$ cat config.mk
export PLATFORM = sky130hd
export DESIGN_NAME = power_state_controller
export DESIGN_NICKNAME = d
export VERILOG_FILES = /design/src/hw/power_state_controller.v /design/src/hw/debounce_filter.v
export VERILOG_INCLUDE_DIRS = /design/src /design/src/hw
export SDC_FILE = /design/constraint.sdc
export NUM_CORES = 1
export LEC_CHECK = 0
export ABC_AREA = 1
export BUFFER_PORTS_ARGS = -buffer_cell sky130_fd_sc_hd__buf_2
export CORE_MARGIN = 8
export CORE_UTILIZATION = 25
export DETAILED_ROUTE_END_ITERATION = 10
export SLEW_MARGIN = 20
export SYNTH_ARGS = -nofsm -noshare
export SYNTH_HDL_FRONTEND = slang
export SYNTH_SLANG_ARGS = --single-unit
$ cat constraint.sdc
create_clock -name aclk -period 3.15 [get_ports aclk]
set_input_delay 0.315 -clock aclk [delete_from_list [all_inputs] [get_ports aclk]]
set_output_delay 0.315 -clock aclk [all_outputs]
set_load 0.02 [all_outputs]
$ cat src/hw/psc_defines.vh
`ifndef PSC_DEFINES_VH
`define PSC_DEFINES_VH

// Clock rate and documented times in their own units
`define CLK_KHZ        40000
`define REMOTE_DEB_US  16000
`define HOLD_DEB_US    4000
`define BOOT_US        5500
`define SWOFF_STEP_MS  1000

// Register byte offsets
`define OFS_CTRL       8'h00
`define OFS_CFG        8'h04
`define OFS_POLICY     8'h08
`define OFS_IRQ_MASK   8'h0C
`define OFS_SLEEP_ASG  8'h10
`define OFS_EN_ASG     8'h14
`define OFS_STATUS     8'h18

// Control register fields
`define CTRL_KEEP_ON   0
`define CTRL_SW_RESET  1
`define CTRL_AUTO_KEEP 2
`define CTRL_WDT_EN    3
`define CTRL_WDT_LOCK  4

// Configuration register fields
`define CFG_DLY_LSB    0
`define CFG_DLY_MSB    1
`define CFG_SLEEP_POL  2
`define CFG_EN_POL     3
`define CFG_FDOWN_POL  4
`define CFG_RSTIN_POL  5
`define CFG_SLEEP_MASK 6
`define CFG_RST        7'h40

// Policy register: reset level low half, cold restart high half
`define POL_CR_LSB     16
`define POLICY_RST     32'h00000000

// Sequence selectors
`define SEQ_NONE       3'h0
`define SEQ_OFF_TO_ACTIVE_SEQ    3'h1
`define SEQ_ACTIVE_TO_OFF_SEQ    3'h2
`define SEQ_ACTIVE_TO_SLEEP_SEQ    3'h3
`define SEQ_SLEEP_TO_ACTIVE_SEQ    3'h4
`define SEQ_SLEEP_TO_OFF_SEQ    3'h5

// OFF request sources
`define N_OFF          9
`define OFF_LONGKEY    4'h0
`define OFF_ACKLOST    4'h7
`define OFF_DELAYED    9'h01F

// Bus responses
`define RESP_OKAY      2'h0
`define RESP_SLVERR    2'h2

`endif

$ cat src/hw/power_state_controller.v
`timescale 1ns/100ps
`include "psc_defines.vh"
// Functional notes
// RQ1: Track no-supply, backup, off, active and sleep power states.
// RQ2: Only five sequenced transitions exist, each running a fixed sequence.
// RQ3: Reach off about 5.5 ms after supply appears.
// RQ4: Remote on pin, low, debounced 16 ms; partner holds it that long.
// RQ5: On key low is an undebounced level ON request.
// RQ6: Unmasked interrupt edges are ON requests; all masked after reset.
// RQ7: Hold pin high is an ON request, debounced a few milliseconds.
// RQ8: Low supply sense, hot die, force-down or reset-in block ON requests.
// RQ9: OFF requests win over everything and are never gated.
// RQ10: After an OFF, ignore ON until that OFF request drops.
// RQ11: Common 0/1/2/4 s delay for listed sources; others act at once.
// RQ12: Each OFF applies hardware or switch-off reset level per source.
// RQ13: Each OFF shuts down or cold restarts unless gating holds.
// RQ14: Watchdog source disabled at reset; software enables, then locks it.
// RQ15: Keep-on bit and hold pin force off only when both are inactive.
// RQ16: Active sleep pin starts active-to-sleep unless unmasked interrupt pending.
// RQ17: Interrupt or inactive sleep pin wakes, only in sleep state.
// RQ18: Direct-pin resources switch at once; sleep-pin ones follow sequence.
// RQ19: Resources on both pins: either pin inactive keeps them active; code keeps them active only outside sleep state or on active direct pin.
// RQ20: Resources on neither pin always stay active.
// RQ21: Sleep and direct pin polarities are software selectable.
// RQ22: All direct-pin resources switch in the same cycle.
// RQ23: Auto keep-on mode sets keep-on bit when power-up completes.
// RQ24: Inputs synchronised; priority OFF, then sleep or wake, then ON.
// RQ25: No new request is taken while a sequence runs.
module power_state_controller #(
  parameter        N_IRQ          = 8,
  parameter        N_RES          = 8,
  parameter        REMOTE_DEB_CYC = `REMOTE_DEB_US * (`CLK_KHZ / 1000),
  parameter        HOLD_DEB_CYC   = `HOLD_DEB_US * (`CLK_KHZ / 1000),
  parameter        BOOT_CYC       = `BOOT_US * (`CLK_KHZ / 1000),
  parameter [31:0] SWOFF_STEP_CYC = `SWOFF_STEP_MS * `CLK_KHZ,
  parameter [31:0] POLICY_RST     = `POLICY_RST
) (
  // Clock and reset
  input  wire             aclk,
  input  wire             aresetn,
  // AXI4-Lite register port
  input  wire [7:0]       awaddr,
  input  wire             awvalid,
  output wire             awready,
  input  wire [31:0]      wdata,
  input  wire [3:0]       wstrb,
  input  wire             wvalid,
  output wire             wready,
  output wire [1:0]       bresp,
  output wire             bvalid,
  input  wire             bready,
  input  wire [7:0]       araddr,
  input  wire             arvalid,
  output wire             arready,
  output wire [31:0]      rdata,
  output wire [1:0]       rresp,
  output wire             rvalid,
  input  wire             rready,
  // Request pins
  input  wire             remote_on_pin_n,
  input  wire             on_key_pin_n,
  input  wire             long_press_event,
  input  wire             hold_on_pin,
  input  wire             force_down_pin,
  input  wire             reset_in_pin,
  input  wire             sleep_request_pin,
  input  wire             direct_mode_pin,
  // Supply, thermal and internal events
  input  wire             por_ok,
  input  wire             low_supply_event,
  input  wire             high_supply_ok,
  input  wire             die_overtemp_event,
  input  wire             thermal_shutdown_event,
  input  wire             watchdog_timeout,
  input  wire             converter_shutdown_event,
  input  wire [N_IRQ-1:0] irq_events,
  // Sequencer handshake
  output wire             seq_start,
  output wire [2:0]       seq_sel,
  input  wire             seq_done,
  // State and resource outputs
  output wire [2:0]       power_state,
  output wire [N_RES-1:0] res_sleep,
  output wire             hw_reset_pulse,
  output wire             swoff_reset_pulse
);

  localparam [2:0] ST_NOSUP  = 3'h0;
  localparam [2:0] ST_BACKUP = 3'h1;
  localparam [2:0] ST_OFF    = 3'h2;
  localparam [2:0] ST_ACTIVE = 3'h3;
  localparam [2:0] ST_SLEEP  = 3'h4;
  localparam       NS        = 15 + N_IRQ;

  function [31:0] bmask;
    input [3:0] s;
    bmask = {{8{s[3]}}, {8{s[2]}}, {8{s[1]}}, {8{s[0]}}};
  endfunction

  function [31:0] merge;
    input [31:0] o;
    input [31:0] d;
    input [3:0]  s;
    merge = (o & ~bmask(s)) | (d & bmask(s));
  endfunction

  function addr_ok;
    input [7:0] a;
    addr_ok = (a[1:0] == 2'h0) && (a <= `OFS_STATUS);
  endfunction

  function [3:0] first_src;
    input [`N_OFF-1:0] v;
    integer i;
    begin
      first_src = 4'h0;
      for (i = `N_OFF - 1; i >= 0; i = i - 1)
        if (v[i])
          first_src = i[3:0];
    end
  endfunction

  reg  [NS-1:0]     sync1_r, sync2_r;
  reg  [N_IRQ-1:0]  irq_prev_r, irq_mask_r;
  reg  [N_RES-1:0]  sleep_asg_r, en_asg_r, res_sleep_r;
  reg  [6:0]        cfg_r;
  reg  [8:0]        lvl_r, cr_r;
  reg               keep_on_r, swrst_r, auto_keep_r, wdt_en_r, wdt_lock_r;
  reg               awready_r, wready_r, bvalid_r, arready_r, rvalid_r;
  reg  [1:0]        bresp_r, rresp_r;
  reg  [31:0]       rdata_r, rd_val, dly_cnt_r, dly_tgt, boot_cnt_r;
  reg  [2:0]        pstate_r, target_r, seq_sel_r;
  reg  [3:0]        off_idx_r;
  reg               busy_r, seq_start_r, off_block_r, restart_r, lvl_hw_r;
  reg               hardware_reset_level_r, swoff_r, acked_r, keep_set_r, keep_clr_r;
  wire [N_RES-1:0]  res_nxt;
  wire [`N_OFF-1:0] src, fire;
  wire              remote_deb, hold_deb;

  // Every request input passes two flops before any decision
  always @(posedge aclk)
  begin
    if (!aresetn)
    begin
      sync1_r    <= {NS{1'b0}};
      sync2_r    <= {NS{1'b0}};
      irq_prev_r <= {N_IRQ{1'b0}};
    end
    else
    begin
      sync1_r    <= {irq_events, converter_shutdown_event, watchdog_timeout,
                     thermal_shutdown_event, die_overtemp_event, high_supply_ok,
                     low_supply_event, por_ok, direct_mode_pin, sleep_request_pin,
                     reset_in_pin, force_down_pin, hold_on_pin, long_press_event,
                     on_key_pin_n, remote_on_pin_n}; // RQ24
      sync2_r    <= sync1_r;
      irq_prev_r <= sync2_r[NS-1:15];
    end
  end

  wire              s_onkey_n = sync2_r[1];
  wire              s_lowsup  = sync2_r[9];
  wire              s_por     = sync2_r[8];
  wire [N_IRQ-1:0]  s_irq     = sync2_r[NS-1:15];

  // Slow filters; an idle remote pin reads as no request
  debounce_filter #(.CYC(REMOTE_DEB_CYC)) u_remote_deb (
    .aclk    (aclk),
    .aresetn (aresetn),
    .din     (~sync2_r[0]),
    .dout    (remote_deb)
  ); // RQ4
  debounce_filter #(.CYC(HOLD_DEB_CYC)) u_hold_deb (
    .aclk    (aclk),
    .aresetn (aresetn),
    .din     (sync2_r[3]),
    .dout    (hold_deb)
  ); // RQ7

  // Pin meanings after polarity selection
  wire fdown_act  = sync2_r[4] ^ cfg_r[`CFG_FDOWN_POL];
  wire rstin_act  = sync2_r[5] ^ cfg_r[`CFG_RSTIN_POL];
  wire sleep_act  = ~sync2_r[6] ^ cfg_r[`CFG_SLEEP_POL]; // RQ21
  wire en_act     = sync2_r[7] ^ cfg_r[`CFG_EN_POL]; // RQ21
  wire irq_pend   = |(s_irq & ~irq_mask_r);
  wire irq_edge   = |(s_irq & ~irq_prev_r & ~irq_mask_r); // RQ6
  wire gate       = ~sync2_r[10] | sync2_r[11] | fdown_act | rstin_act; // RQ8
  wire on_req     = remote_deb | ~s_onkey_n | hold_deb | irq_edge; // RQ5
  wire sleep_req  = sleep_act & ~cfg_r[`CFG_SLEEP_MASK]; // RQ16
  wire wake       = irq_pend | ~sleep_req; // RQ17
  wire run_state  = (pstate_r == ST_ACTIVE) || (pstate_r == ST_SLEEP);

  // OFF sources, bit order fixes which one is recorded when several coincide
  assign src = {s_lowsup,
                acked_r & ~keep_on_r & ~hold_deb, // RQ15
                swrst_r, sync2_r[12], sync2_r[14], rstin_act,
                sync2_r[13] & wdt_en_r, // RQ14
                fdown_act, sync2_r[2]};

  // Common switch-off delay; delay 0 lets delayed sources act at once
  always @*
  begin
    case (cfg_r[`CFG_DLY_MSB:`CFG_DLY_LSB])
      2'h0:    dly_tgt = 32'h0;
      2'h1:    dly_tgt = SWOFF_STEP_CYC;
      2'h2:    dly_tgt = SWOFF_STEP_CYC << 1;
      default: dly_tgt = SWOFF_STEP_CYC << 2;
    endcase
  end

  // Delay restarts whenever every delayed source has gone away
  always @(posedge aclk)
  begin
    if (!aresetn)
      dly_cnt_r <= 32'h0;
    else if (run_state && |(src & `OFF_DELAYED) && dly_cnt_r < dly_tgt)
      dly_cnt_r <= dly_cnt_r + 32'h1;
    else if (!(run_state && |(src & `OFF_DELAYED)))
      dly_cnt_r <= 32'h0;
  end

  assign fire = src & (~`OFF_DELAYED | {`N_OFF{dly_cnt_r >= dly_tgt}}); // RQ11

  task start_seq;
    input [2:0] sel;
    input [2:0] tgt;
    begin
      seq_sel_r   <= sel;
      target_r    <= tgt;
      seq_start_r <= 1'b1;
      busy_r      <= 1'b1;
    end
  endtask

  // Power state machine; a running sequence holds off every request
  always @(posedge aclk)
  begin
    if (!aresetn)
    begin
      pstate_r    <= ST_NOSUP;
      target_r    <= ST_NOSUP;
      seq_sel_r   <= `SEQ_NONE;
      off_idx_r   <= 4'h0;
      boot_cnt_r  <= 32'h0;
      busy_r      <= 1'b0;
      seq_start_r <= 1'b0;
      off_block_r <= 1'b0;
      restart_r   <= 1'b0;
      lvl_hw_r    <= 1'b0;
      hardware_reset_level_r     <= 1'b0;
      swoff_r     <= 1'b0;
      acked_r     <= 1'b0;
      keep_set_r  <= 1'b0;
      keep_clr_r  <= 1'b0;
    end
    else
    begin
      seq_start_r <= 1'b0;
      hardware_reset_level_r     <= 1'b0;
      swoff_r     <= 1'b0;
      keep_set_r  <= 1'b0;
      keep_clr_r  <= 1'b0;
      if (!s_por)
      begin
        pstate_r    <= ST_NOSUP; // RQ1
        busy_r      <= 1'b0;
        acked_r     <= 1'b0;
        off_block_r <= 1'b0;
      end
      else if (busy_r)
      begin
        if (seq_done) // RQ25
        begin
          busy_r   <= 1'b0;
          pstate_r <= target_r;
          if (seq_sel_r == `SEQ_OFF_TO_ACTIVE_SEQ && auto_keep_r)
            keep_set_r <= 1'b1; // RQ23
          if (target_r == ST_OFF)
          begin
            hardware_reset_level_r    <= lvl_hw_r; // RQ12
            swoff_r    <= ~lvl_hw_r;
            keep_clr_r <= 1'b1;
            acked_r    <= 1'b0;
            if (restart_r && !gate)
              start_seq(`SEQ_OFF_TO_ACTIVE_SEQ, ST_ACTIVE); // RQ13
            else
              off_block_r <= 1'b1; // RQ10
          end
        end
      end
      else
      begin
        case (pstate_r)
          ST_NOSUP:
          begin
            pstate_r   <= ST_BACKUP;
            boot_cnt_r <= 32'h0;
          end
          ST_BACKUP:
          begin
            if (boot_cnt_r < BOOT_CYC - 1)
              boot_cnt_r <= boot_cnt_r + 32'h1;
            else if (!s_lowsup)
              pstate_r <= ST_OFF; // RQ3
          end
          ST_OFF:
          begin
            if (s_lowsup)
              pstate_r <= ST_BACKUP;
            else if (off_block_r)
              off_block_r <= src[off_idx_r]; // RQ10
            else if (on_req && !gate)
              start_seq(`SEQ_OFF_TO_ACTIVE_SEQ, ST_ACTIVE); // RQ2
          end
          ST_ACTIVE, ST_SLEEP:
          begin
            if (|fire) // RQ9
            begin
              off_idx_r <= first_src(fire);
              lvl_hw_r  <= (first_src(fire) == `OFF_LONGKEY) ||
                           ((first_src(fire) != `OFF_ACKLOST) && lvl_r[first_src(fire)]);
              restart_r <= (first_src(fire) != `OFF_LONGKEY) &&
                           (first_src(fire) != `OFF_ACKLOST) && cr_r[first_src(fire)];
              if (pstate_r == ST_ACTIVE)
                start_seq(`SEQ_ACTIVE_TO_OFF_SEQ, ST_OFF); // RQ2
              else
                start_seq(`SEQ_SLEEP_TO_OFF_SEQ, ST_OFF);
            end
            else if (pstate_r == ST_ACTIVE)
            begin
              if (sleep_req && !irq_pend)
                start_seq(`SEQ_ACTIVE_TO_SLEEP_SEQ, ST_SLEEP); // RQ16
              else if (keep_on_r || hold_deb)
                acked_r <= 1'b1;
            end
            else if (wake)
              start_seq(`SEQ_SLEEP_TO_ACTIVE_SEQ, ST_ACTIVE); // RQ17
          end
          default:
            pstate_r <= ST_NOSUP;
        endcase
      end
    end
  end

  // Resource power modes; direct pin acts the same cycle on every resource assigned to it
  genvar g;
  generate
    for (g = 0; g < N_RES; g = g + 1)
    begin : g_res
      assign res_nxt[g] = en_asg_r[g] ? ~en_act & (~sleep_asg_r[g] | // RQ18
                                       (pstate_r == ST_SLEEP)) : // RQ19
                          sleep_asg_r[g] & (pstate_r == ST_SLEEP); // RQ20
    end
  endgenerate

  always @(posedge aclk)
  begin
    if (!aresetn)
      res_sleep_r <= {N_RES{1'b0}};
    else
      res_sleep_r <= res_nxt; // RQ22
  end

  // Bus handshakes: ready for one cycle once the read address or both write halves are offered
  wire wr_fire = awvalid & wvalid & ~awready_r & ~bvalid_r;
  wire wr_do   = awvalid & wvalid & awready_r;
  wire rd_fire = arvalid & ~arready_r & ~rvalid_r;
  wire rd_do   = arvalid & arready_r;
  wire [31:0] ctrl_rd = {27'h0, wdt_lock_r, wdt_en_r, auto_keep_r, 1'b0, keep_on_r};

  always @*
  begin
    case (araddr)
      `OFS_CTRL:      rd_val = ctrl_rd;
      `OFS_CFG:       rd_val = {25'h0, cfg_r};
      `OFS_POLICY:    rd_val = {7'h0, cr_r, 7'h0, lvl_r};
      `OFS_IRQ_MASK:  rd_val = {{(32 - N_IRQ){1'b0}}, irq_mask_r};
      `OFS_SLEEP_ASG: rd_val = {{(32 - N_RES){1'b0}}, sleep_asg_r};
      `OFS_EN_ASG:    rd_val = {{(32 - N_RES){1'b0}}, en_asg_r};
      `OFS_STATUS:    rd_val = {22'h0, acked_r, off_block_r, off_idx_r, busy_r, pstate_r};
      default:        rd_val = 32'h0;
    endcase
  end

  // Register file; hardware sets of the keep-on bit win over software writes
  always @(posedge aclk)
  begin : regs
    reg [31:0] nv;
    nv = 32'h0;
    if (!aresetn)
    begin
      awready_r   <= 1'b0;
      wready_r    <= 1'b0;
      bvalid_r    <= 1'b0;
      bresp_r     <= `RESP_OKAY;
      arready_r   <= 1'b0;
      rvalid_r    <= 1'b0;
      rresp_r     <= `RESP_OKAY;
      rdata_r     <= 32'h0;
      keep_on_r   <= 1'b0;
      swrst_r     <= 1'b0;
      auto_keep_r <= 1'b0;
      wdt_en_r    <= 1'b0; // RQ14
      wdt_lock_r  <= 1'b0;
      cfg_r       <= `CFG_RST;
      lvl_r       <= POLICY_RST[8:0];
      cr_r        <= POLICY_RST[`POL_CR_LSB+8:`POL_CR_LSB];
      irq_mask_r  <= {N_IRQ{1'b1}}; // RQ6
      sleep_asg_r <= {N_RES{1'b0}};
      en_asg_r    <= {N_RES{1'b0}};
    end
    else
    begin
      awready_r <= wr_fire;
      wready_r  <= wr_fire;
      arready_r <= rd_fire;
      if (wr_do)
      begin
        bvalid_r <= 1'b1;
        bresp_r  <= addr_ok(awaddr) ? `RESP_OKAY : `RESP_SLVERR;
        case (awaddr)
          `OFS_CTRL:
          begin
            nv          = merge(ctrl_rd, wdata, wstrb);
            keep_on_r   <= nv[`CTRL_KEEP_ON];
            auto_keep_r <= nv[`CTRL_AUTO_KEEP];
            if (!wdt_lock_r) // RQ14
            begin
              wdt_en_r   <= nv[`CTRL_WDT_EN];
              wdt_lock_r <= nv[`CTRL_WDT_LOCK];
            end
          end
          `OFS_CFG:
          begin
            nv    = merge({25'h0, cfg_r}, wdata, wstrb);
            cfg_r <= nv[`CFG_SLEEP_MASK:0];
          end
          `OFS_POLICY:
          begin
            nv    = merge({7'h0, cr_r, 7'h0, lvl_r}, wdata, wstrb);
            lvl_r <= nv[8:0];
            cr_r  <= nv[`POL_CR_LSB+8:`POL_CR_LSB];
          end
          `OFS_IRQ_MASK:  irq_mask_r <= wdata[N_IRQ-1:0];
          `OFS_SLEEP_ASG: sleep_asg_r <= wdata[N_RES-1:0];
          `OFS_EN_ASG:    en_asg_r <= wdata[N_RES-1:0];
          default:        nv = 32'h0;
        endcase
      end
      else if (bready)
        bvalid_r <= 1'b0;
      // Software reset request stays until the device has reached off
      if (pstate_r == ST_OFF)
        swrst_r <= 1'b0;
      if (wr_do && awaddr == `OFS_CTRL && wstrb[0] && wdata[`CTRL_SW_RESET])
        swrst_r <= 1'b1;
      if (keep_clr_r)
        keep_on_r <= 1'b0;
      if (keep_set_r)
        keep_on_r <= 1'b1; // RQ23
      if (rd_do)
      begin
        rvalid_r <= 1'b1;
        rdata_r  <= rd_val;
        rresp_r  <= addr_ok(araddr) ? `RESP_OKAY : `RESP_SLVERR;
      end
      else if (rready)
        rvalid_r <= 1'b0;
    end
  end

  assign awready           = awready_r;
  assign wready            = wready_r;
  assign bvalid            = bvalid_r;
  assign bresp             = bresp_r;
  assign arready           = arready_r;
  assign rvalid            = rvalid_r;
  assign rdata             = rdata_r;
  assign rresp             = rresp_r;
  assign seq_start         = seq_start_r;
  assign seq_sel           = seq_sel_r;
  assign power_state       = pstate_r;
  assign res_sleep         = res_sleep_r;
  assign hw_reset_pulse    = hardware_reset_level_r;
  assign swoff_reset_pulse = swoff_r;

endmodule // power_state_controller

$ cat src/hw/debounce_filter.v
`timescale 1ns/100ps
module debounce_filter #(
  parameter CYC = 16
) (
  // Clock and reset
  input  wire aclk,
  input  wire aresetn,
  // Raw and filtered level
  input  wire din,
  output wire dout
);

  reg        level_r;
  reg [31:0] cnt_r;

  // A new level must stand unbroken for CYC cycles; a glitch restarts the count
  always @(posedge aclk)
  begin
    if (!aresetn)
    begin
      level_r <= 1'b0;
      cnt_r   <= 32'h0;
    end
    else if (din == level_r)
      cnt_r <= 32'h0;
    else if (cnt_r >= CYC - 1)
    begin
      level_r <= din;
      cnt_r   <= 32'h0;
    end
    else
      cnt_r <= cnt_r + 32'h1;
  end

  assign dout = level_r;

endmodule // debounce_filter

==> flow_summary.yaml, run 1 <==
worst_setup_path:
  cp.arrival_ns: 3.59
  crit_chain: "buf_4 > ha_2 > nor2_2 > ha_1 > nand2_4 > nor2_4 > nand3_2 > nor2_2 > nand3_2 > nand3_4 > nand2_4 > nand2_4 > inv_4 > nand4_4 > inv_2 > ha_4 > a21oi_2 > o21ai_1 > a21oi_1 > nand2_2 > inv_4 > nand3_4 > nand2_1 > nor2_1"
  reg2reg_depth: 24
  required_ns: 3.59
  r2r_end: "target_r[1]"
  reg2reg_slack_ns: -0.004
  endpoint_kind: "flop"
  cp.depth: 24
  crit_path_frequent_cell: "nand2_4"
  cp_slowest_stage_delay_ns: 0.38
  crit_fanout: 7
  slowest_stage: "dfxtp_4"
  path_buf_inv: 4
  crit_end: "target_r[1]"
  worstSetupPathType: "flop to flop"
  startpoint_type: "flop"
  critical_path.top_delay_family: "simple AND/OR/NAND/NOR gates"
yosys:
  synth.area.top_cells: "dfxtp_1 46%, nand2_1 8.2%, inv_1 6.9%"
  yosys_warnings: 0
  synth_ff_type: "dfxtp_1"
  synth_cells: 1688
  synth_edf_count: 0
  ys_seq_area_frac: 0.4600
  yosysUniqueCellTypes: 56
  synth-seq-cells: 294
  postSynthAreaPerCell_um2: 7.580
  netlist_area_um2: 12790
  synth_top_area_frac: 0.4600
  yosys.area.top_type: "dfxtp_1"
  synthArstFlopShare: 0
power:
  ir_worst_vdd_v: 0.0002782
  p_clk_frac: 0.496
  power_mw: 8.241
  power.leakage_nw: 6.636
  combinationalPowerShare: 0.042
  p_sw_frac: 0.2273
  pwr_density_cell_nw_per_um2: 516.6
  p_int_mw: 6.368
  seqPwrFrac: 0.462
  switchingPower_mw: 1.873
final_layout:
  drive_gt1_frac: 0.1556
  postLayoutCellArea_um2: 15950
  final.fill_count: 5455
  areaGrowthSynthToFinish_pct: 24.67
  fin_util: 0.3128
  final_nets: 1986
clock_tree:
  clkSinkCount: 294
  root_buffer: "clkbuf_16"
  clock_latency_ns: 0.54
  clockBufferDepth: 3
  numCtsBuffers: 35
  ctsHtreeMaxLevel: 2
  cts_tree: "done"
  clkTransAtPathRegs_ns: 0.06
status:
  status: "finished with violations"
  violations: "negative setup slack"
place:
  port_buffers: 111
  gp_congestion: 0.9083
  hpwlAfterDp_um: 27590
  place_area_um2: 14240
  post-place-ws_ns: -0.1128
detailed_routing:
  vias: 11370
  via_per_inst: 4.403
  dr.pass1.iters: 6
  drtIter0Drc: 699
  drt-total-wl_um: 36330
  drc_errors: 0
  postRouteAntennaNets: 0
  wl_per_cell_um: 14.07
sta:
  hold_viol: 0
  skew_ns: 0.01820
  slew_headroom: 0.5282
  fin_crit_ns: 3.154
  rsz0062_at_grt: "true"
  finalSetupViolations: 1
  setup_ws_ns: -0.004184
  slew_violations: 0
  tns_ns: -0.004184
  tightestPinTransition_ns: 0.6985
  max_freq_mhz: 317.0
  post-route-period-util: 1.001
global_route:
  grt.total_usage: 0.1208
  grt_max_degree: 67
  grt_pass1_wl_um: 57930
  overflow: 0
  grt_pass1_vias: 11090
  antenna_found_initial: 1
die:
  row_count: 83
  design.die.area_um2: 58670
  dieWidth_um: 242.2
  die_y_um: 242.2
  start_util: 0.2509
  io_pins: 141
  core_area_um2: 50990
worst_hold_path:
  worstHoldPathType: "input port to flop"
  hold_depth: 4
run:
  maxCapViolCount: 0
-- what timing repair did --
| item | in CTS | in global routing |
|---|---|---|
| hold buffers | 26 | 0 |
| endpoints found under the hold margin | 25 | 0 |
| pin swaps | 5 | 20 |
| buffers inserted | 0 | 8 |
| setup endpoints to repair | 6 | 40 |
| resized for setup | 15 | 32 |
-- metrics by stage --
| stage | hold slack (ns) | cells |
|---|---|---|
| 2_1_floorplan | 0.3905 | 1728 |
| 3_3_place_gp | 0.4070 | 2484 |
| 3_5_place_dp | 0.4007 | 2484 |
| 4_1_cts | 0.001495 | 2574 |
| 5_1_grt | 0.02784 | 2582 |
| 6_report | 0.03518 | 2583 |
-- tightest hold or removal path: cells and delay by family --
| kind | cells | cell delay (ns) |
|---|---|---|
| AND/OR/NAND/NOR | 1 | 0.05 |
| AO/OA/AOI/OAI | 1 | 0.06 |
| buffers and inverters | 2 | 0.10 |
-- worst min path at each step --
stage | end | start
3_3_place_gp | sync2_r[7] | sync1_r[7]
3_5_place_dp | sync2_r[7] | sync1_r[7]
5_1_grt | bvalid | bready
6_report | bvalid | bready
2_1_floorplan | sync2_r[0] | sync1_r[0]
4_1_cts | bvalid | bready
-- cells in the mapped netlist, types with 5 or more instances --
library cell,n
o31ai_1,5
xor2_1,23
ha_1,28
nand4_1,16
nor3_1,59
inv_2,13
a211oi_1,14
o22ai_1,15
o211ai_1,13
buf_2,5
inv_1,235
clkbuf_1,34
buf_4,19
nor2_2,9
a21oi_1,136
o21ai_0,102
xnor2_1,9
a31oi_1,9
nor2_1,185
nand2_2,11
nor3_2,5
nor4_1,19
nand3_1,79
nand2_1,281
nor3b_1,10
dfxtp_1,294
-- flip-flops by register name (all words and copies together) (netlist names), 3 cells and up, named ones only --
name	flops
target_r	3
en_asg_r	8
u_remote_deb.cnt_r	32
sync1_r	23
u_hold_deb.cnt_r	32
seq_sel	3
dly_cnt_r	32
irq_mask_r	8
rdata	19
sleep_asg_r	8
sync2_r	23
res_sleep	8
boot_cnt_r	32
off_idx_r	4
power_state	3
irq_prev_r	8
-- area by class of cell --
type,count,area [um2],share of cell area
inverter,252,962.2,0.06032
multi-input combinational,1123,5998,0.3760
tap,680,850.8,0.05334
timing repair buffer,169,1075,0.06738
antenna,1,2.502,0.0001569
clock buffer,47,982.2,0.06157
sequential,294,5893,0.3694
clock inverter,17,187.7,0.01177
-- kinds of logic (layout without fill, tap and decap cells) --
| kind of cell | count (synthesis) | count (layout) | synth area share |
|---|---|---|---|
| AOI/OAI and AO/OA | 319 | 319 | 0.1397 |
| other | 1 | 42 | 0.0002931 |
| DFF | 294 | 294 | 0.4600 |
| and+or+nand+nor | 703 | 703 | 0.2526 |
| xor gates and xnor gates | 32 | 32 | 0.02191 |
| buffers and inverters | 311 | 485 | 0.09808 |
| adders and majority gates | 28 | 28 | 0.02738 |
-- cell usage in the layout (no fill, tap or decap), types with 14 or more instances in the layout --
cell type and count:
o22ai_1 15, conb_1 41, clkbuf_16 36, dfxtp_1 292, buf_2 110, buf_4 31, nand4_1 16, ha_1 17
nand3_1 78, inv_2 14, inv_1 229, nand2_1 279, o21ai_0 101, a211oi_1 14, xor2_1 23, nor2_1 180
nor3_1 58, nor4_1 19, a21oi_1 134, dlygate4sd3_1 26
-- layer usage --
metal	global-route usage	part of all wire
met2	0.2033	0.47
met5	0	0
met4	0.04789	0.027
met3	0.02701	0.065
met1	0.1484	0.44
-- power groups by stage --
stage / registers, mW / logic, mW / clock network [mW]
2_1_floorplan: 3.89 / 0.190 / 0
3_3_place_gp: 3.89 / 0.305 / 0
3_5_place_dp: 3.89 / 0.309 / 0
4_1_cts: 3.81 / 0.335 / 4.24
5_1_grt: 3.81 / 0.388 / 4.37
6_report: 3.81 / 0.347 / 4.09
Note: power is estimated with default switching activity, not from simulation.
==> inputs of run 2 (changes only) <==
--- a/config.mk
+++ b/config.mk
@@ -8,9 +8,11 @@
 export LEC_CHECK = 0
 export ABC_AREA = 1
 export BUFFER_PORTS_ARGS = -buffer_cell sky130_fd_sc_hd__buf_2
+export CORE_ASPECT_RATIO = 1.2
 export CORE_MARGIN = 8
-export CORE_UTILIZATION = 25
+export CORE_UTILIZATION = 50
 export DETAILED_ROUTE_END_ITERATION = 10
+export PLACE_DENSITY = 0.72
 export SLEW_MARGIN = 20
 export SYNTH_ARGS = -nofsm -noshare
 export SYNTH_HDL_FRONTEND = slang
==> flow_summary.yaml, run 2 (same netlist as run 1, synthesis figures left out) <==
global_route:
  antenna_found_initial: 0
  grt_pass1_vias: 11000
  grt_max_degree: 83
  grt.total_usage: 0.2031
  grt_pass1_wl_um: 52720
  overflow: 0
sta:
  max_freq_mhz: 319.9
  hold_viol: 0
  slew_headroom: 0.4604
  whs_ns: 0.01128
  rsz0062_at_grt: "true"
  finalSetupViolations: 0
  skew_ns: 0.02255
  slew_violations: 0
  post-route-period-util: 0.9923
  tns_ns: 0
  setup_ws_ns: 0.02421
  tightestPinTransition_ns: 0.8037
  fin_crit_ns: 3.126
final_layout:
  antenna_cells: 0
  postLayoutCellArea_um2: 15330
  final_nets: 1976
  areaGrowthSynthToFinish_pct: 19.79
  final_cell_mix: "292 x dfxtp_1, 280 x nand2_1, 229 x inv_1"
  mostFrequentLayoutCell: "dfxtp_1"
  drive_gt1_frac: 0.1527
  final_cells: 2216
die:
  design.die.area_um2: 30990
  start_util: 0.5056
  dieWidth_um: 162.0
  row_count: 64
  die_y_um: 191.2
  io_pins: 141
  core_area_um2: 25300
place:
  place_area_um2: 13740
  post-place-ws_ns: -0.03468
  dp.cells: 2128
  gp_congestion: 0.9115
  port_buffers: 111
  hpwlAfterDp_um: 23590
clock_tree:
  clock_latency_ns: 0.55
  clkSinkCount: 294
  numCtsBuffers: 28
  clockBufferDepth: 3
  ctsHtreeMaxLevel: 1
  cts_tree: "done"
  clkTransAtPathRegs_ns: 0.07
  root_buffer: "clkbuf_16"
worst_setup_path:
  startpoint_type: "flop"
  worstSetupPathType: "flop to flop"
  slowest_stage: "dfxtp_4"
  cp_slowest_stage_delay_ns: 0.36
  required_ns: 3.58
  cp.arrival_ns: 3.56
  crit_fanout: 7
  endpoint_kind: "flop"
  crit_path_frequent_cell: "nand2_2"
status:
  status: "complete, no violations"
worst_hold_path:
  worstHoldPathType: "input port to flop"
detailed_routing:
  wl_per_cell_um: 14.49
  postRouteAntennaNets: 0
  drtIter0Drc: 714
  drc_errors: 0
  via_per_inst: 5.119
  vias: 11340
  dr.pass1.iters: 5
  drt-total-wl_um: 32110
run:
  maxCapViolCount: 0
power:
  pwr_density_cell_nw_per_um2: 499.0
  ir_worst_vdd_v: 0.0004146
  power.leakage_nw: 6.520
==> run 2: layer usage <==
| layer | GRT usage | wire length, um | vias up | share of wire |
|---|---|---|---|---|
| met2 | 0.3637 | 16090 | 317 | 0.50 |
| li1 | - | - | 5821 | - |
| met3 | 0.02865 | 1857 | 54 | 0.058 |
| met5 | 0 | 0 | - | 0 |
| met1 | 0.2452 | 13310 | 5151 | 0.41 |
| met4 | 0.06776 | 861 | 0 | 0.027 |
==> run 2: worst paths after layout <==
path | from | to | depth (start not counted) | slack [ns]
setup / recovery | flop | target_r[1] | 25 | 0.02
hold / removal | arvalid | arready | 3 | 0.01
setup reg to reg | flop | target_r[1] | 25 | 0.02
hold reg to reg | sync1_r[20] | sync2_r[20] | 2 | 0.41
==> run 2: worst max-delay path, delay by kind of cell (launching register included) <==
kind,cells,cell delay [ns]
buffers and inverters,6,0.52
flip-flops,1,0.36
AO/OA/AOI/OAI,3,0.36
AND/OR/NAND/NOR,13,1.13
adder cells (fa/ha/maj),3,0.63
==> run 2: power by group <==
group	switching, mW	total (mW)	internal (mW)
Sequential	0.0273	3.80	3.78
Combinational	0.210	0.335	0.124
Clock	1.44	3.51	2.07
==> run 2: metrics by stage <==
stage	power [mW]	utilization
6_report	7.648	0.6057
5_1_grt	7.910	0.6057
3_3_place_gp	4.180	0.5432
3_5_place_dp	4.185	0.5432
2_1_floorplan	4.080	-
4_1_cts	7.710	0.5929
==> run 2: what timing repair did <==
item                       in CTS  in global routing
setup buffers                   0                 11
hold buffers                   26                  0
pin swaps                       0                 20
resized for setup               5                 45
hold endpoints to repair       25                  0
setup endpoints to repair       4                 32
==> run 2: layout make-up <==
type                       count  area (um2)
timing repair buffer         166        1052
clock inverter                21       259.0
inverter                     252       964.7
fill                        2301        9977
clock buffer                  30       718.2
sequential                   294        5893
tap                          330       412.9
multi-input combinational   1123        6027
==> inputs of run 3 (changes only) <==
--- a/config.mk
+++ b/config.mk
@@ -6,13 +6,12 @@
 export SDC_FILE = /design/constraint.sdc
 export NUM_CORES = 1
 export LEC_CHECK = 0
-export ABC_AREA = 1
 export BUFFER_PORTS_ARGS = -buffer_cell sky130_fd_sc_hd__buf_2
 export CORE_ASPECT_RATIO = 1.2
 export CORE_MARGIN = 8
 export CORE_UTILIZATION = 50
 export DETAILED_ROUTE_END_ITERATION = 10
-export PLACE_DENSITY = 0.72
+export PLACE_DENSITY = 0.73
 export SLEW_MARGIN = 20
 export SYNTH_ARGS = -nofsm -noshare
 export SYNTH_HDL_FRONTEND = slang
==> flow_summary.yaml, run 3 <==
die:
  io_pins: 141
  start_util: 0.5074
  row_count: 62
  core_area_um2: 23820
  design.die.area_um2: 29420
  die_y_um: 186.3
  dieWidth_um: 157.9
worst_setup_path:
  slowest_stage: "dfxtp_4"
  crit_fanout: 4
  worstSetupPathType: "flop to flop"
  crit_end: "target_r[1]"
  endpoint_kind: "flop"
  reg2reg_depth: 17
  critical_path.top_delay_family: "simple AND/OR/NAND/NOR gates"
  cp.arrival_ns: 3.86
  path_buf_inv: 3
  crit_chain: "inv_4 > ha_2 > inv_2 > ha_4 > nand4_1 > nor2_2 > nand4_1 > a21oi_4 > o21ai_4 > nand3_2 > inv_2 > ha_4 > a311o_1 > a21oi_2 > o21ai_4 > or3b_1 > and3_1"
  cp.depth: 17
  required_ns: 3.58
  r2r_end: "target_r[1]"
  cp_slowest_stage_delay_ns: 0.38
  reg2reg_slack_ns: -0.29
  startpoint_type: "flop"
yosys:
  netlist_area_um2: 12080
  synth.area.top_cells: "dfxtp_1 49%, nor2_1 4.4%, and2_1 4.3%"
  yosys.area.top_type: "dfxtp_1"
  yosysUniqueCellTypes: 69
  synthTopCellsByCount: "294 x dfxtp_1, 142 x nor2_1, 122 x nand2_1, 83 x and2_1, 73 x nand3_1"
  synth-seq-cells: 294
  yosys_warnings: 0
  synth_edf_count: 0
  synth_cells: 1312
  synth_most_common_cell: "dfxtp_1"
  synth_top_area_frac: 0.4871
  postSynthAreaPerCell_um2: 9.210
  synth_ff_type: "dfxtp_1"
  synthArstFlopShare: 0
  ys_seq_area_frac: 0.4871
sta:
  finalSetupViolations: 12
  slew_headroom: 0.4659
  fin_crit_ns: 3.439
  max_freq_mhz: 290.8
  post-route-period-util: 1.092
  hold_viol: 0
  whs_ns: 0.04682
  skew_ns: 0.01128
  tightestPinTransition_ns: 0.7992
  setup_ws_ns: -0.2885
  rsz0062_at_grt: "true"
  slew_violations: 0
clock_tree:
  root_buffer: "clkbuf_16"
  clockBufferDepth: 3
  clkTransAtPathRegs_ns: 0.07
  ctsHtreeMaxLevel: 1
  clock_latency_ns: 0.54
  clkSinkCount: 294
  numCtsBuffers: 29
  cts_tree: "done"
detailed_routing:
  dr.pass1.iters: 7
  drc_errors: 0
  via_per_inst: 5.201
  drt-total-wl_um: 28600
  vias: 9653
  drtIter0Drc: 553
  postRouteAntennaNets: 0
  wl_per_cell_um: 15.41
power:
  switchingPower_mw: 1.535
  combinationalPowerShare: 0.039
  p_int_mw: 5.800
  p_clk_frac: 0.444
  ir_worst_vdd_v: 0.0005183
  power_mw: 7.335
  seqPwrFrac: 0.517
  power.leakage_nw: 5.832
  pwr_density_cell_nw_per_um2: 496.8
  p_sw_frac: 0.2092
run:
  maxCapViolCount: 0
final_layout:
  mostFrequentLayoutCell: "dfxtp_1"
  final_cell_mix: "292 x dfxtp_1, 137 x nor2_1, 121 x nand2_1"
  areaGrowthSynthToFinish_pct: 22.19
  postLayoutCellArea_um2: 14770
  drive_gt1_frac: 0.1742
  fin_util: 0.6200
  final_nets: 1625
global_route:
  grt_max_degree: 138
  antenna_found_initial: 1
  grt_pass1_vias: 9457
  grt.total_usage: 0.1893
  overflow: 0
  grt_pass1_wl_um: 46270
place:
  port_buffers: 111
  hpwlAfterDp_um: 20380
  gp_congestion: 0.8659
  place_area_um2: 13370
worst_hold_path:
  worstHoldPathType: "input port to flop"
status:
  status: "finished with violations"
  violations: "negative setup slack"
[run 3: cell types whose count changed after synthesis, moves of 40 or more]
cell,delta
inv_1,-202
nand2_1,-159
a21oi_1,-90
o21ai_0,-83
and2_1,+82
nor2_1,-43
nor3_1,-42
mux2i_1,+40
nor2b_1,+40
[run 3: final cells by class]
| type | instances | area (um2) |
|---|---|---|
| Multi-Input combinational cell | 962 | 6151 |
| Timing Repair Buffer | 194 | 1281 |
| Clock buffer | 45 | 877.1 |
| Clock inverter | 5 | 28.78 |
| Fill cell | 1987 | 9050 |
| Inverter | 33 | 126.4 |
| Sequential cell | 294 | 5893 |
| Antenna cell | 3 | 7.507 |
| Tap cell | 320 | 400.4 |
[run 3: kinds of logic after synthesis]
family / count (synthesis) / share of synthesized area
AO/OA/AOI/OAI: 188 / 0.1075
XOR/XNOR: 74 / 0.05363
adder cells (fa/ha/maj): 28 / 0.02899
buffers and inverters: 96 / 0.03520
flip-flops: 294 / 0.4871
multiplexers: 43 / 0.03810
other: 1 / 0.0003103
AND/OR/NAND/NOR: 588 / 0.2492
[run 3: per-stage QoR]
| stage | setup TNS [ns] | setup slack (ns) | instances |
|---|---|---|---|
| 2_1_floorplan | -0.03922 | -0.03922 | 1352 |
| 3_3_place_gp | -1.198 | -0.1493 | 1768 |
| 3_5_place_dp | -2.249 | -0.2301 | 1768 |
| 4_1_cts | -1.062 | -0.2093 | 1847 |
| 5_1_grt | -3.794 | -0.4069 | 1854 |
| 6_report | -1.916 | -0.2885 | 1856 |
[run 3: how the worst min path moves through the flow]
| stage | start | end | slack, ns | depth (start not counted) |
|---|---|---|---|---|
| final | awvalid | wready | 0.05 | 3 |
| after global routing | wdata[24] | flop | 0.04 | 3 |
| after CTS | awvalid | wready | 0.03 | 3 |
| after detailed placement | sync1_r[8] | sync2_r[8] | 0.42 | 1 |
| after global placement | sync1_r[15] | sync2_r[15] | 0.41 | 1 |
| after floorplan | lvl_hw_r | swoff_reset_pulse | 0.41 | 1 |
[run 3: metal layers]
| metal | GRT usage | wire length (um) | vias up |
|---|---|---|---|
| li1 | - | - | 4857 |
| met1 | 0.2308 | 12240 | 4503 |
| met2 | 0.3264 | 13980 | 238 |
| met3 | 0.02774 | 1533 | 55 |
| met4 | 0.07520 | 849 | 0 |
| met5 | 0 | 0 | - |
[run 3: power by group through the flow]
stage / clock network, mW / logic [mW] / registers, mW
2_1_floorplan: 0 / 0.155 / 3.87
3_3_place_gp: 0 / 0.241 / 3.87
3_5_place_dp: 0 / 0.244 / 3.87
4_1_cts: 3.32 / 0.271 / 3.79
5_1_grt: 3.49 / 0.308 / 3.80
6_report: 3.26 / 0.285 / 3.79
[run 3: tightest hold or removal path, delay by kind of cell]
family	cells	cell delay [ns]
buffers and inverters	1	0.10
and+or+nand+nor	2	0.11
[run 3: timing repair]
action	in CTS	in global routing
endpoints found under the setup margin	24	29
pin swaps	18	8
cloned	0	0
hold buffers	23	0
hold endpoints to repair	23	0
setup buffers	7	7
resized for setup	18	22
